===== config.mk =====
export PLATFORM = sky130hd
export DESIGN_NAME = pns_staging
export DESIGN_NICKNAME = d
export VERILOG_FILES = /design/src/hdl/pns_pkg.sv /design/src/hdl/pns_staging.sv
export VERILOG_INCLUDE_DIRS = /design/src /design/src/hdl
export SDC_FILE = /design/constraint.sdc
export NUM_CORES = 1
export LEC_CHECK = 0
export BUFFER_PORTS_ARGS = -buffer_cell sky130_fd_sc_hd__buf_4
export CAP_MARGIN = 10
export CORE_MARGIN = 4
export CORE_UTILIZATION = 51
export CTS_CLUSTER_SIZE = 14
export DETAILED_ROUTE_END_ITERATION = 16
export GPL_TIMING_DRIVEN = 0
export HOLD_SLACK_MARGIN = 0.06
export PLACE_DENSITY = 0.8
export SKIP_CTS_REPAIR_TIMING = 1
export SYNTH_ARGS = -nofsm -noshare
export SYNTH_HDL_FRONTEND = slang
export SYNTH_SLANG_ARGS = --single-unit

===== constraint.sdc =====
create_clock -name pclk -period 2.3 [get_ports pclk]
set_input_delay 0.115 -clock pclk [delete_from_list [all_inputs] [get_ports pclk]]
set_output_delay 0.115 -clock pclk [all_outputs]
set_load 0.01 [all_outputs]

===== src/hdl/pns_params.svh =====
// Register offsets, reset values and field positions for pattern staging
`ifndef PNS_PARAMS_SVH
`define PNS_PARAMS_SVH
// Next-data byte addresses are four times the register index
`define PNS_OFF_NEXT_HI     12'he90
`define PNS_OFF_NEXT_HI_ALT 12'he98
`define PNS_OFF_NEXT_LO     12'he94
`define PNS_OFF_NEXT_LO_ALT 12'he9c
`define PNS_IDX_NEXT_HI     16'hffa4
`define PNS_IDX_NEXT_HI_ALT 16'hffa6
`define PNS_IDX_NEXT_LO     16'hffa5
`define PNS_IDX_NEXT_LO_ALT 16'hffa7
`define PNS_OFF_EN_LO       12'hf00
`define PNS_OFF_EN_HI       12'hf04
`define PNS_OFF_TRIG        12'hf08
`define PNS_OFF_PORT        12'hf0c
`define PNS_RST_NEXT        8'h00
`define PNS_RST_EN          8'h00
`define PNS_RST_TRIG        8'hff
`define PNS_RST_PORT        8'h00
`define PNS_RSVD            8'hff
`define PNS_TRIG_G0         1
`define PNS_TRIG_G1         3
`define PNS_TRIG_G2         5
`define PNS_TRIG_G3         7
`endif


===== src/hdl/pns_pkg.sv =====
// Types shared by the pattern next-data staging block
package pns_pkg;
    typedef logic [7:0]  pns_byte_t;
    typedef logic [1:0]  pns_sel_t;
    typedef logic [31:0] pns_word_t;
    typedef enum logic [2:0] {
        PNS_IDLE   = 3'b001,
        PNS_SETUP  = 3'b010,
        PNS_ACCESS = 3'b100
    } pns_apb_state_t;
endpackage : pns_pkg


===== src/hdl/pns_staging.sv =====
// Pattern next-data staging with per-bit enables and port latches
//
// The implementer's own choice: the APB slave port.
`timescale 1ns/1ps
`default_nettype none
`include "pns_params.svh"

// Function
// [RQ1] Upper-pair next data is an 8-bit read/write register for pins 15..8
// [RQ2] Group match copies upper next data into port B latch bits
// [RQ3] Upper next data clears on reset or hardware standby only
// [RQ4] Shared trigger: upper next data is one byte, group 3 high nibble
// [RQ5] Shared trigger: companion address ignores writes, reads all ones
// [RQ6] Separate triggers: group 3 at first address, group 2 at companion
// [RQ7] Separate triggers: unused nibbles ignore writes and read as ones
// [RQ8] Lower-pair enable is an 8-bit read/write register for pins 7..0
// [RQ9] Enabled lower bits copy next data into port A latch on match
// [RQ10] Disabled lower bits are not copied, port A output unchanged
// [RQ11] Lower enable clears on reset or hardware standby only
// [RQ12] Upper-pair enable is an 8-bit read/write register for pins 15..8
// [RQ13] Enabled upper bits copy next data into port B latch on match
// [RQ14] Disabled upper bits are skipped, port B output unchanged
// [RQ15] Upper enable clears on reset or hardware standby only
// [RQ16] Enabled port latch bits ignore software writes
// [RQ17] Software sets port B direction bits for used pattern pins
// [RQ18] Each group fires only on its own two-bit selected match
// [RQ19] Transfer on next edge after strobe, each group independent
module pns_staging (
    input  wire logic              pclk,
    input  wire logic              presetn,
    input  wire logic              hw_standby,
    input  wire logic [3:0]        match_strobe,
    input  wire logic [7:0]        lower_next_bits,
    input  wire logic              psel,
    input  wire logic              penable,
    input  wire logic              pwrite,
    input  wire logic [11:0]       paddr,
    input  wire logic [31:0]       pwdata,
    input  wire logic [3:0]        pstrb,
    output logic                   pready,
    output logic                   pslverr,
    output pns_pkg::pns_word_t     prdata,
    output pns_pkg::pns_byte_t     port_a_output_latch,
    output pns_pkg::pns_byte_t     port_b_output_latch
);
    import pns_pkg::*;

    pns_byte_t upper_next_q, upper_next_d;
    pns_byte_t lo_en_q, lo_en_d;
    pns_byte_t hi_en_q, hi_en_d;
    pns_byte_t trig_q, trig_d;
    pns_byte_t pa_q, pa_d;
    pns_byte_t pb_q, pb_d;
    pns_word_t prdata_q, prdata_d;
    logic      pready_q, pready_d;
    logic      pslverr_q, pslverr_d;
    logic      standby_s1_q, standby_q;
    logic [3:0] fire;
    logic       shared_hi;
    logic       wr, rd, bus_access;
    logic       hit;
    pns_byte_t  rsel;
    pns_byte_t  wbyte;

    // Two-flop synchroniser for the standby pin
    always_ff @(posedge pclk or negedge presetn) begin
        if (!presetn) begin
            standby_s1_q <= 1'b0;
            standby_q    <= 1'b0;
        end else begin
            standby_s1_q <= hw_standby;
            standby_q    <= standby_s1_q;
        end
    end

    // Match strobes come from timer logic on this clock, so they are used
    // directly: the copy lands on the edge right after the strobe

    // Per-group trigger decode from the select fields
    genvar g;
    generate
        for (g = 0; g < 4; g++) begin : g_fire
            assign fire[g] = match_strobe[trig_q[2*g+1 -: 2]]; // [RQ18] [RQ19]
        end
    endgenerate

    assign shared_hi  = (trig_q[7:6] == trig_q[5:4]);
    assign bus_access = psel && penable && !pready_q;
    // Writes commit at the edge where the master samples pready high
    assign wr         = psel && penable && pready_q && pwrite;
    assign rd         = bus_access && !pwrite;
    assign wbyte      = pwdata[7:0];

    always_comb begin
        hit  = 1'b1;
        rsel = 8'h00;
        case (paddr)
            `PNS_OFF_NEXT_HI: begin
                if (shared_hi) begin
                    rsel = upper_next_q; // [RQ1] [RQ4]
                end else begin
                    rsel = {upper_next_q[7:4], 4'hf}; // [RQ6] [RQ7]
                end
            end
            `PNS_OFF_NEXT_HI_ALT: begin
                if (shared_hi) begin
                    rsel = `PNS_RSVD; // [RQ5]
                end else begin
                    rsel = {4'hf, upper_next_q[3:0]}; // [RQ6] [RQ7]
                end
            end
            `PNS_OFF_EN_LO:  rsel = lo_en_q; // [RQ8]
            `PNS_OFF_EN_HI:  rsel = hi_en_q; // [RQ12]
            `PNS_OFF_TRIG:   rsel = trig_q;
            `PNS_OFF_PORT:   rsel = pb_q;
            default:         hit  = 1'b0;
        endcase
    end

    always_comb begin
        upper_next_d = upper_next_q;
        lo_en_d      = lo_en_q;
        hi_en_d      = hi_en_q;
        trig_d       = trig_q;
        pa_d         = pa_q;
        pb_d         = pb_q;
        prdata_d     = prdata_q;
        pready_d     = bus_access;
        pslverr_d    = bus_access && !hit;
        if (wr && pstrb[0]) begin
            case (paddr)
                `PNS_OFF_NEXT_HI: begin
                    if (shared_hi) begin
                        upper_next_d = wbyte; // [RQ4]
                    end else begin
                        upper_next_d[7:4] = wbyte[7:4]; // [RQ6] [RQ7]
                    end
                end
                `PNS_OFF_NEXT_HI_ALT: begin
                    if (!shared_hi) begin
                        upper_next_d[3:0] = wbyte[3:0]; // [RQ6] [RQ7]
                    end
                end
                `PNS_OFF_EN_LO: lo_en_d = wbyte; // [RQ8]
                `PNS_OFF_EN_HI: hi_en_d = wbyte; // [RQ12]
                `PNS_OFF_TRIG:  trig_d  = wbyte;
                `PNS_OFF_PORT: begin
                    pb_d = (pb_q & hi_en_q) | (wbyte & ~hi_en_q); // [RQ16]
                end
                default: ;
            endcase
        end
        if (rd) begin
            prdata_d = {24'h000000, rsel};
        end
        // Match transfers win over software port writes
        for (int i = 0; i < 8; i++) begin
            if (fire[i / 4] && lo_en_q[i]) begin
                pa_d[i] = lower_next_bits[i]; // [RQ9] [RQ10]
            end
            if (fire[2 + i / 4] && hi_en_q[i]) begin
                pb_d[i] = upper_next_q[i]; // [RQ2] [RQ13] [RQ14]
            end
        end
        if (standby_q) begin
            upper_next_d = `PNS_RST_NEXT; // [RQ3]
            lo_en_d      = `PNS_RST_EN; // [RQ11]
            hi_en_d      = `PNS_RST_EN; // [RQ15]
            trig_d       = `PNS_RST_TRIG;
            pa_d         = `PNS_RST_PORT;
            pb_d         = `PNS_RST_PORT;
        end
    end

    always_ff @(posedge pclk or negedge presetn) begin
        if (!presetn) begin
            upper_next_q <= `PNS_RST_NEXT; // [RQ3]
            lo_en_q      <= `PNS_RST_EN; // [RQ11]
            hi_en_q      <= `PNS_RST_EN; // [RQ15]
            trig_q       <= `PNS_RST_TRIG;
            pa_q         <= `PNS_RST_PORT;
            pb_q         <= `PNS_RST_PORT;
            prdata_q     <= 32'h00000000;
            pready_q     <= 1'b0;
            pslverr_q    <= 1'b0;
        end else begin
            upper_next_q <= upper_next_d;
            lo_en_q      <= lo_en_d;
            hi_en_q      <= hi_en_d;
            trig_q       <= trig_d;
            pa_q         <= pa_d;
            pb_q         <= pb_d;
            prdata_q     <= prdata_d;
            pready_q     <= pready_d;
            pslverr_q    <= pslverr_d;
        end
    end

    assign pready              = pready_q;
    assign pslverr             = pslverr_q;
    assign prdata              = prdata_q;
    assign port_a_output_latch = pa_q;
    assign port_b_output_latch = pb_q;

    property p_disabled_b_holds;
        @(posedge pclk) disable iff (!presetn)
        (!standby_q && !wr && hi_en_q == 8'h00) |=> $stable(pb_q);
    endproperty
    a_disabled_b_holds: assert property (p_disabled_b_holds) // [RQ14]
        else $error("port b changed with all enables off");

    property p_disabled_a_holds;
        @(posedge pclk) disable iff (!presetn)
        (!standby_q && lo_en_q == 8'h00) |=> $stable(pa_q);
    endproperty
    a_disabled_a_holds: assert property (p_disabled_a_holds) // [RQ10]
        else $error("port a changed with all enables off");

    property p_b_copy;
        @(posedge pclk) disable iff (!presetn)
        (!standby_q && fire[2]) |=> ((pb_q[3:0] & $past(hi_en_q[3:0]))
            == ($past(upper_next_q[3:0]) & $past(hi_en_q[3:0])));
    endproperty
    a_b_copy: assert property (p_b_copy) // [RQ13] [RQ19]
        else $error("port b group 2 did not take next data");

    property p_b_copy_hi;
        @(posedge pclk) disable iff (!presetn)
        (!standby_q && fire[3]) |=> ((pb_q[7:4] & $past(hi_en_q[7:4]))
            == ($past(upper_next_q[7:4]) & $past(hi_en_q[7:4])));
    endproperty
    a_b_copy_hi: assert property (p_b_copy_hi) // [RQ2] [RQ19]
        else $error("port b group 3 did not take next data");

    property p_a_copy;
        @(posedge pclk) disable iff (!presetn)
        (!standby_q && fire[0]) |=> ((pa_q[3:0] & $past(lo_en_q[3:0]))
            == ($past(lower_next_bits[3:0]) & $past(lo_en_q[3:0])));
    endproperty
    a_a_copy: assert property (p_a_copy) // [RQ9]
        else $error("port a group 0 did not take next data");

    property p_a_copy_hi;
        @(posedge pclk) disable iff (!presetn)
        (!standby_q && fire[1]) |=> ((pa_q[7:4] & $past(lo_en_q[7:4]))
            == ($past(lower_next_bits[7:4]) & $past(lo_en_q[7:4])));
    endproperty
    a_a_copy_hi: assert property (p_a_copy_hi) // [RQ9] [RQ19]
        else $error("port a group 1 did not take next data");

    property p_group3_own;
        @(posedge pclk) disable iff (!presetn)
        (!standby_q && !fire[3] && !(wr && paddr == `PNS_OFF_PORT))
            |=> $stable(pb_q[7:4]);
    endproperty
    a_group3_own: assert property (p_group3_own) // [RQ18]
        else $error("group 3 moved without its own trigger");

    property p_group0_own;
        @(posedge pclk) disable iff (!presetn)
        (!standby_q && !fire[0]) |=> $stable(pa_q[3:0]);
    endproperty
    a_group0_own: assert property (p_group0_own) // [RQ18]
        else $error("group 0 moved without its own trigger");

    property p_standby_clear;
        @(posedge pclk) disable iff (!presetn)
        standby_q |=> (upper_next_q == 8'h00 && lo_en_q == 8'h00
                       && hi_en_q == 8'h00);
    endproperty
    a_standby_clear: assert property (p_standby_clear) // [RQ3]
        else $error("standby did not clear registers");

    property p_alt_reads_ones;
        @(posedge pclk) disable iff (!presetn)
        (rd && shared_hi && paddr == `PNS_OFF_NEXT_HI_ALT)
            |=> (prdata_q == 32'h000000ff);
    endproperty
    a_alt_reads_ones: assert property (p_alt_reads_ones) // [RQ5]
        else $error("reserved address did not read all ones");

    property p_sep_low_ones;
        @(posedge pclk) disable iff (!presetn)
        (rd && !shared_hi && paddr == `PNS_OFF_NEXT_HI)
            |=> (prdata_q[3:0] == 4'hf);
    endproperty
    a_sep_low_ones: assert property (p_sep_low_ones) // [RQ7]
        else $error("reserved nibble did not read as ones");

    property p_port_write_guard;
        @(posedge pclk) disable iff (!presetn)
        (wr && paddr == `PNS_OFF_PORT && fire[3:2] == 2'b00 && !standby_q)
            |=> ((pb_q & $past(hi_en_q)) == ($past(pb_q) & $past(hi_en_q)));
    endproperty
    a_port_write_guard: assert property (p_port_write_guard) // [RQ16]
        else $error("software changed an enabled port bit");

    property p_ready_once;
        @(posedge pclk) disable iff (!presetn)
        pready_q |=> !pready_q;
    endproperty
    a_ready_once: assert property (p_ready_once)
        else $error("pready held two cycles");

    c_b_transfer: cover property (@(posedge pclk) disable iff (!presetn)
        fire[3] && hi_en_q != 8'h00);
    c_a_transfer: cover property (@(posedge pclk) disable iff (!presetn)
        fire[0] && lo_en_q != 8'h00);
    c_sep_write: cover property (@(posedge pclk) disable iff (!presetn)
        wr && !shared_hi && paddr == `PNS_OFF_NEXT_HI_ALT);
    c_standby: cover property (@(posedge pclk) disable iff (!presetn)
        standby_q);
    c_port_write: cover property (@(posedge pclk) disable iff (!presetn)
        wr && paddr == `PNS_OFF_PORT && hi_en_q != 8'h00);
endmodule : pns_staging
`default_nettype wire


-- After elaboration in Yosys (flattened, before gate mapping)
Cells that the tools add are included.
- word-level logic and storage cells: 160
- register bits after elaboration: 60
- output and inout port bits: 50
- input port bits: 66
- bitwise logic cells: 4
- multiplexer cells: 47
- reductions and logical operators: 70
- equality and inequality tests: 9
- magnitude comparators: 4
- operator list (operator ; count):
    $mux W8 ; 15
    $eq A12 B12 Y1 const B ; 6
    $reduce_bool A3 Y1 ; 17
    $pmux W8 S6 ; 1
    $reduce_bool A2 Y1 ; 13
    $reduce_and A2 Y1 ; 12
    $logic_and A1 B1 Y1 ; 23
    $mux W1 ; 21
    $mux W4 ; 5
    $and A8 B8 Y8 ; 2
    $lt A2 B3 Y1 const B ; 4
    $bmux W1 S2 ; 4
    $not A8 Y8 ; 1
    $or A8 B8 Y8 ; 1
    $pmux W4 S2 ; 1
    $ne A3 B3 Y1 const B ; 2
    $reduce_or A6 Y1 ; 1
    $reduce_and A4 Y1 ; 1
    $logic_not A1 Y1 ; 3
    $eq A2 B2 Y1 ; 1

-- Depth between registers and ports, before layout
- word-level depth: 7
- depth in mapped cells: 7
- gate-level depth less buffers: 5

-- Least setup slack after synthesis
No wires, ideal clock.
- kind: flip-flop to flip-flop
- start: register trig_q[6]
- end: register upper_next_q[0]
- arrival: 1.829 ns
- library setup time: 0.130 ns
- period minus slack after synthesis: 1.960 ns
- data required time: 2.170 ns
- stages on the path, launching flop included: 8
- slack: 0.340 ns
- cell sequence: dfstp_2 > clkbuf_1 > xor2_1 > nor2_1 > xnor2_1 > or4_1 > clkbuf_1 > mux2i_1
- longest elaborated chain between the ends: 3
- ends and longest elaborated chain (item ; line ; RTL):
    start: declaration ; pns_staging.sv:51 ; pns_byte_t trig_q, trig_d;
    start signal: assignment ; pns_staging.sv:180 ; trig_q <= `PNS_RST_TRIG;
    start signal: assignment ; pns_staging.sv:190 ; trig_q <= trig_d;
    $eq A2 B2 Y1 (*) ; pns_staging.sv:87 ; assign shared_hi = (trig_q[7:6] == trig_q[5:4]);
    $ne A3 B3 Y1 (no source line) ; n/a ;
    $reduce_and A4 Y1 (no source line) (*) ; n/a ;
    end signal: assignment ; pns_staging.sv:177 ; upper_next_q <= `PNS_RST_NEXT;
    end signal: assignment ; pns_staging.sv:187 ; upper_next_q <= upper_next_d;
    end: declaration ; pns_staging.sv:48 ; pns_byte_t upper_next_q, upper_next_d;
Mark *: on every way between the ends. The rest lies on a longest branch, timed or not.
A chain may end at the register's enable or synchronous reset.

-- Final worst setup path
- start: register pready_q, in the netlist pready
- end: register pb_q[3], in the netlist port_b_output_latch[3]
- longest elaborated chain between the ends: 5
- ends and longest elaborated chain (item ; line ; RTL):
    start: declaration ; pns_staging.sv:55 ; logic pready_q, pready_d;
    start signal: assignment ; pns_staging.sv:194 ; pready_q <= pready_d;
    $logic_and A1 B1 Y1 (2 in a row) ; pns_staging.sv:90 ; assign wr = psel && penable && pready_q && pwrite;
    $logic_and A1 B1 Y1 ; pns_staging.sv:130 ; if (wr && pstrb[0]) begin
    $reduce_bool A3 Y1 (no source line) ; n/a ;
    $reduce_and A2 Y1 (no source line) ; n/a ;
    end signal: assignment ; pns_staging.sv:182 ; pb_q <= `PNS_RST_PORT;
    end signal: assignment ; pns_staging.sv:192 ; pb_q <= pb_d;
    end: declaration ; pns_staging.sv:53 ; pns_byte_t pb_q, pb_d;
No other way between the ends.

==> impl_metrics.yaml <==
global_route:
  grt_max_degree: 61
  grt_overflow_total: 0
  grt_usage: 0.230
  grt_pass1_wl_um: 15200
  grt_pass1_vias: 3040
  grt_antenna_before_repair: 0
worst_setup_path:
  end_kind: "flip-flop"
  r2r_slack_ps: 160
  reg2reg_depth: 6
  required_ps: 2560
  worst_setup_path_start_kind: "flip-flop"
  crit_arrival_ps: 2400
  cp_max_fo: 8
  r2r_start: "pready$_DFF_PN0_"
  crit_type: "flip-flop to flip-flop"
  rr_endpoint: "port_b_output_latch[3]$_DFFE_PN0P_"
finish:
  nNetsFinal: 533
  fin_area_mm2: 0.00455
  final_cells: 567
  drive_gt1_frac: 0.278
  nFillCells: 529
  fin_util: 0.670
  antenna_cells: 0
  synthToLayoutAreaGrowth_pct: 27.1
pwr:
  p_leak_nw: 2.04
  pwr_density_cell_mw_per_mm2: 486
  pwr-share-clk: 0.366
  p_sw_mw: 0.580
  p_int_mw: 1.63
  swShare: 0.262
  comb_power_share: 0.144
  vdd_drop_max_mv: 0.281
  sequentialPowerShare: 0.490
  power.total_mw: 2.21
cts:
  clkLatencyLatePin_ps: 350
  clkTransAtPathRegs_ps: 70
  cts_num_sinks: 60
  htreeDepth: 3
  cts_buffer_depth: 2
  cts_root_buf: "clkbuf_8"
  numCtsBuffers: 9
  cts_tree: "done"
synthesis:
  ys_types: 42
  synth.area.top_cells: "dfrtp_1, mux2i_1, mux4_2, nand2_1, dfstp_2"
  yosys.area.top_type: "dfrtp_1"
  yosysSeqAreaShare: 0.422
  syn-cell-area_mm2: 0.00358
  synth-seq-cells: 60
  syn-mean-instance-area_um2: 9.98
  yosys.area.top_type_share: 0.363
  async_flop_share: 1.00
  synth_cells: 359
  synth_common_cells: "nand2_1, dfrtp_1, mux2i_1, nor2_1, buf_4"
  synth-edff-count: 0
  synth_top_flop_cell: "dfrtp_1"
  synth-warning-count: 0
  yosysMostFrequentCell: "nand2_1"
status:
  outcome: "finished, final reports clean"
route:
  ant_nets: 0
  route.detailed.drc: 0
  post_drt_wl_per_cell_um: 16.8
  viasPerCell: 5.63
  drtIter0Drc: 283
  drt-total-wl_um: 9540
  dr.pass1.iters: 5
  vias: 3191
sta:
  grt_setup_unrepaired: "false"
  slew_viol_final: 0
  relSlewSlack: 0.395
  hold-worst-slack_ps: 36.1
  worst_pin_slew_ps: 901
  finalHoldViolCount: 0
  period_needed_ps: 2140
  max_freq_mhz: 467
  skew_ps: 6.42
  finalSetupViolCount: 0
  finalCritPeriodShare: 0.930
placed_design:
  io_buffers: 63
  dp_hpwl_um: 6740
  place_congestion: 0.945
  dp_cells: 541
  placed_cell_area_mm2: 0.00426
job:
  cap_violations: 0
floorplan:
  coreArea_mm2: 0.00679
  num_io_pins: 116
  fp.dieW_um: 91.8
  row_count: 30
  start_util: 0.527
  die_area_mm2: 0.00843
  dieHeight_um: 91.8
hold_path:
  min_path_type: "primary input to flip-flop"
  min_to: "trig_q[3]$_DFFE_PN1P_"
  hp-start: "pwdata[3]"
  hold_depth: 3
-- state kept, by name, indices dropped and copies added, names as in the netlist --
| register | flops |
|---|---|
| hi_en_q | 8 |
| lo_en_q | 8 |
| port_a_output_latch | 8 |
| port_b_output_latch | 8 |
| prdata | 8 |
| trig_q | 8 |
| upper_next_q | 8 |
| pready | 1 |
| pslverr | 1 |
| standby_q | 1 |
| standby_s1_q | 1 |
-- final cells by class --
| class | count | area (um2) | share of cell area |
|---|---|---|---|
| Inverter | 3 | 11.3 | 0.00247 |
| Sequential cell | 60 | 1510 | 0.332 |
| Clock inverter | 3 | 15.0 | 0.00330 |
| Clock buffer | 12 | 145 | 0.0319 |
| Multi-Input combinational cell | 277 | 1900 | 0.417 |
| Buffer | 39 | 240 | 0.0527 |
| Tap cell | 96 | 120 | 0.0264 |
| Timing Repair Buffer | 77 | 613 | 0.135 |
-- placed cells by master (no fill, tap or decap), drive strengths merged, types with 3 or more instances in the layout --
cell and n:
mux2i 49, nor4 5, dfstp 8, buf 91, a31oi 3, mux4 11
o2111ai 5, dfrtp 52, clkinv 3, clkbuf 23, conb 24, nand2 61
a21oi 20, nor3 3, o221ai 5, inv 3, nand3 19, o21ai 17
nor2 27, dlygate4sd3 14, nand3b 6
-- power by group through the flow --
stage	logic [mW]	registers, mW	clock network (mW)
3_5_place_dp	0.295	1.10	0
4_1_cts	0.296	1.08	0.827
6_report	0.319	1.08	0.810
2_1_floorplan	0.143	1.11	0
5_1_grt	0.345	1.08	0.878
3_3_place_gp	0.291	1.10	0
-- critical path, cell delays in order, from the launching register on --
cell,delay (ps)
dfrtp_1,420
nand3_1,90
or2_1,230
buf_2,200
nor4_2,750
o2111ai_1,240
o221ai_1,120
-- per-stage QoR --
stage	TNS, ps	setup WS (ps)
final	0	161
after global routing	0	17.9
after CTS	-68.3	-42.4
after detailed placement	-50.0	-31.4
after global placement	0	71.6
after floorplan	0	340
-- kinds of logic (layout without fill, tap and decap cells) --
logic type,count (synthesis),in the layout,share of synthesized area
buffers and inverters,45,134,0.0733
DFF,60,60,0.422
and+or+nand+nor,131,131,0.182
muxes,61,61,0.209
other,1,24,0.00105
xor gates and xnor gates,3,3,0.00734
AOI/OAI and AO/OA,58,58,0.105
-- worst max path at each step --
stage | startpoint | to | cells past startpoint
2_1_floorplan | trig_q[6]$_DFFE_PN1P_ | upper_next_q[0]$_DFFE_PN0P_ | 7
3_3_place_gp | trig_q[4]$_DFFE_PN1P_ | upper_next_q[1]$_DFFE_PN0P_ | 7
3_5_place_dp | trig_q[4]$_DFFE_PN1P_ | port_b_output_latch[1]$_DFFE_PN0P_ | 6
4_1_cts | trig_q[4]$_DFFE_PN1P_ | port_b_output_latch[1]$_DFFE_PN0P_ | 6
5_1_grt | pready$_DFF_PN0_ | port_b_output_latch[3]$_DFFE_PN0P_ | 6
6_report | pready$_DFF_PN0_ | port_b_output_latch[3]$_DFFE_PN0P_ | 6
-- routing by layer --
metal / GRT usage / wire, um / vias up
li1: - / - / 1469
met1: 0.304 / 4100 / 1527
met5: 0 / 0 / -
met4: 0.0842 / 258 / 0
met2: 0.363 / 4400 / 164
met3: 0.0648 / 784 / 31
Note: power is estimated with default switching activity, not from simulation.
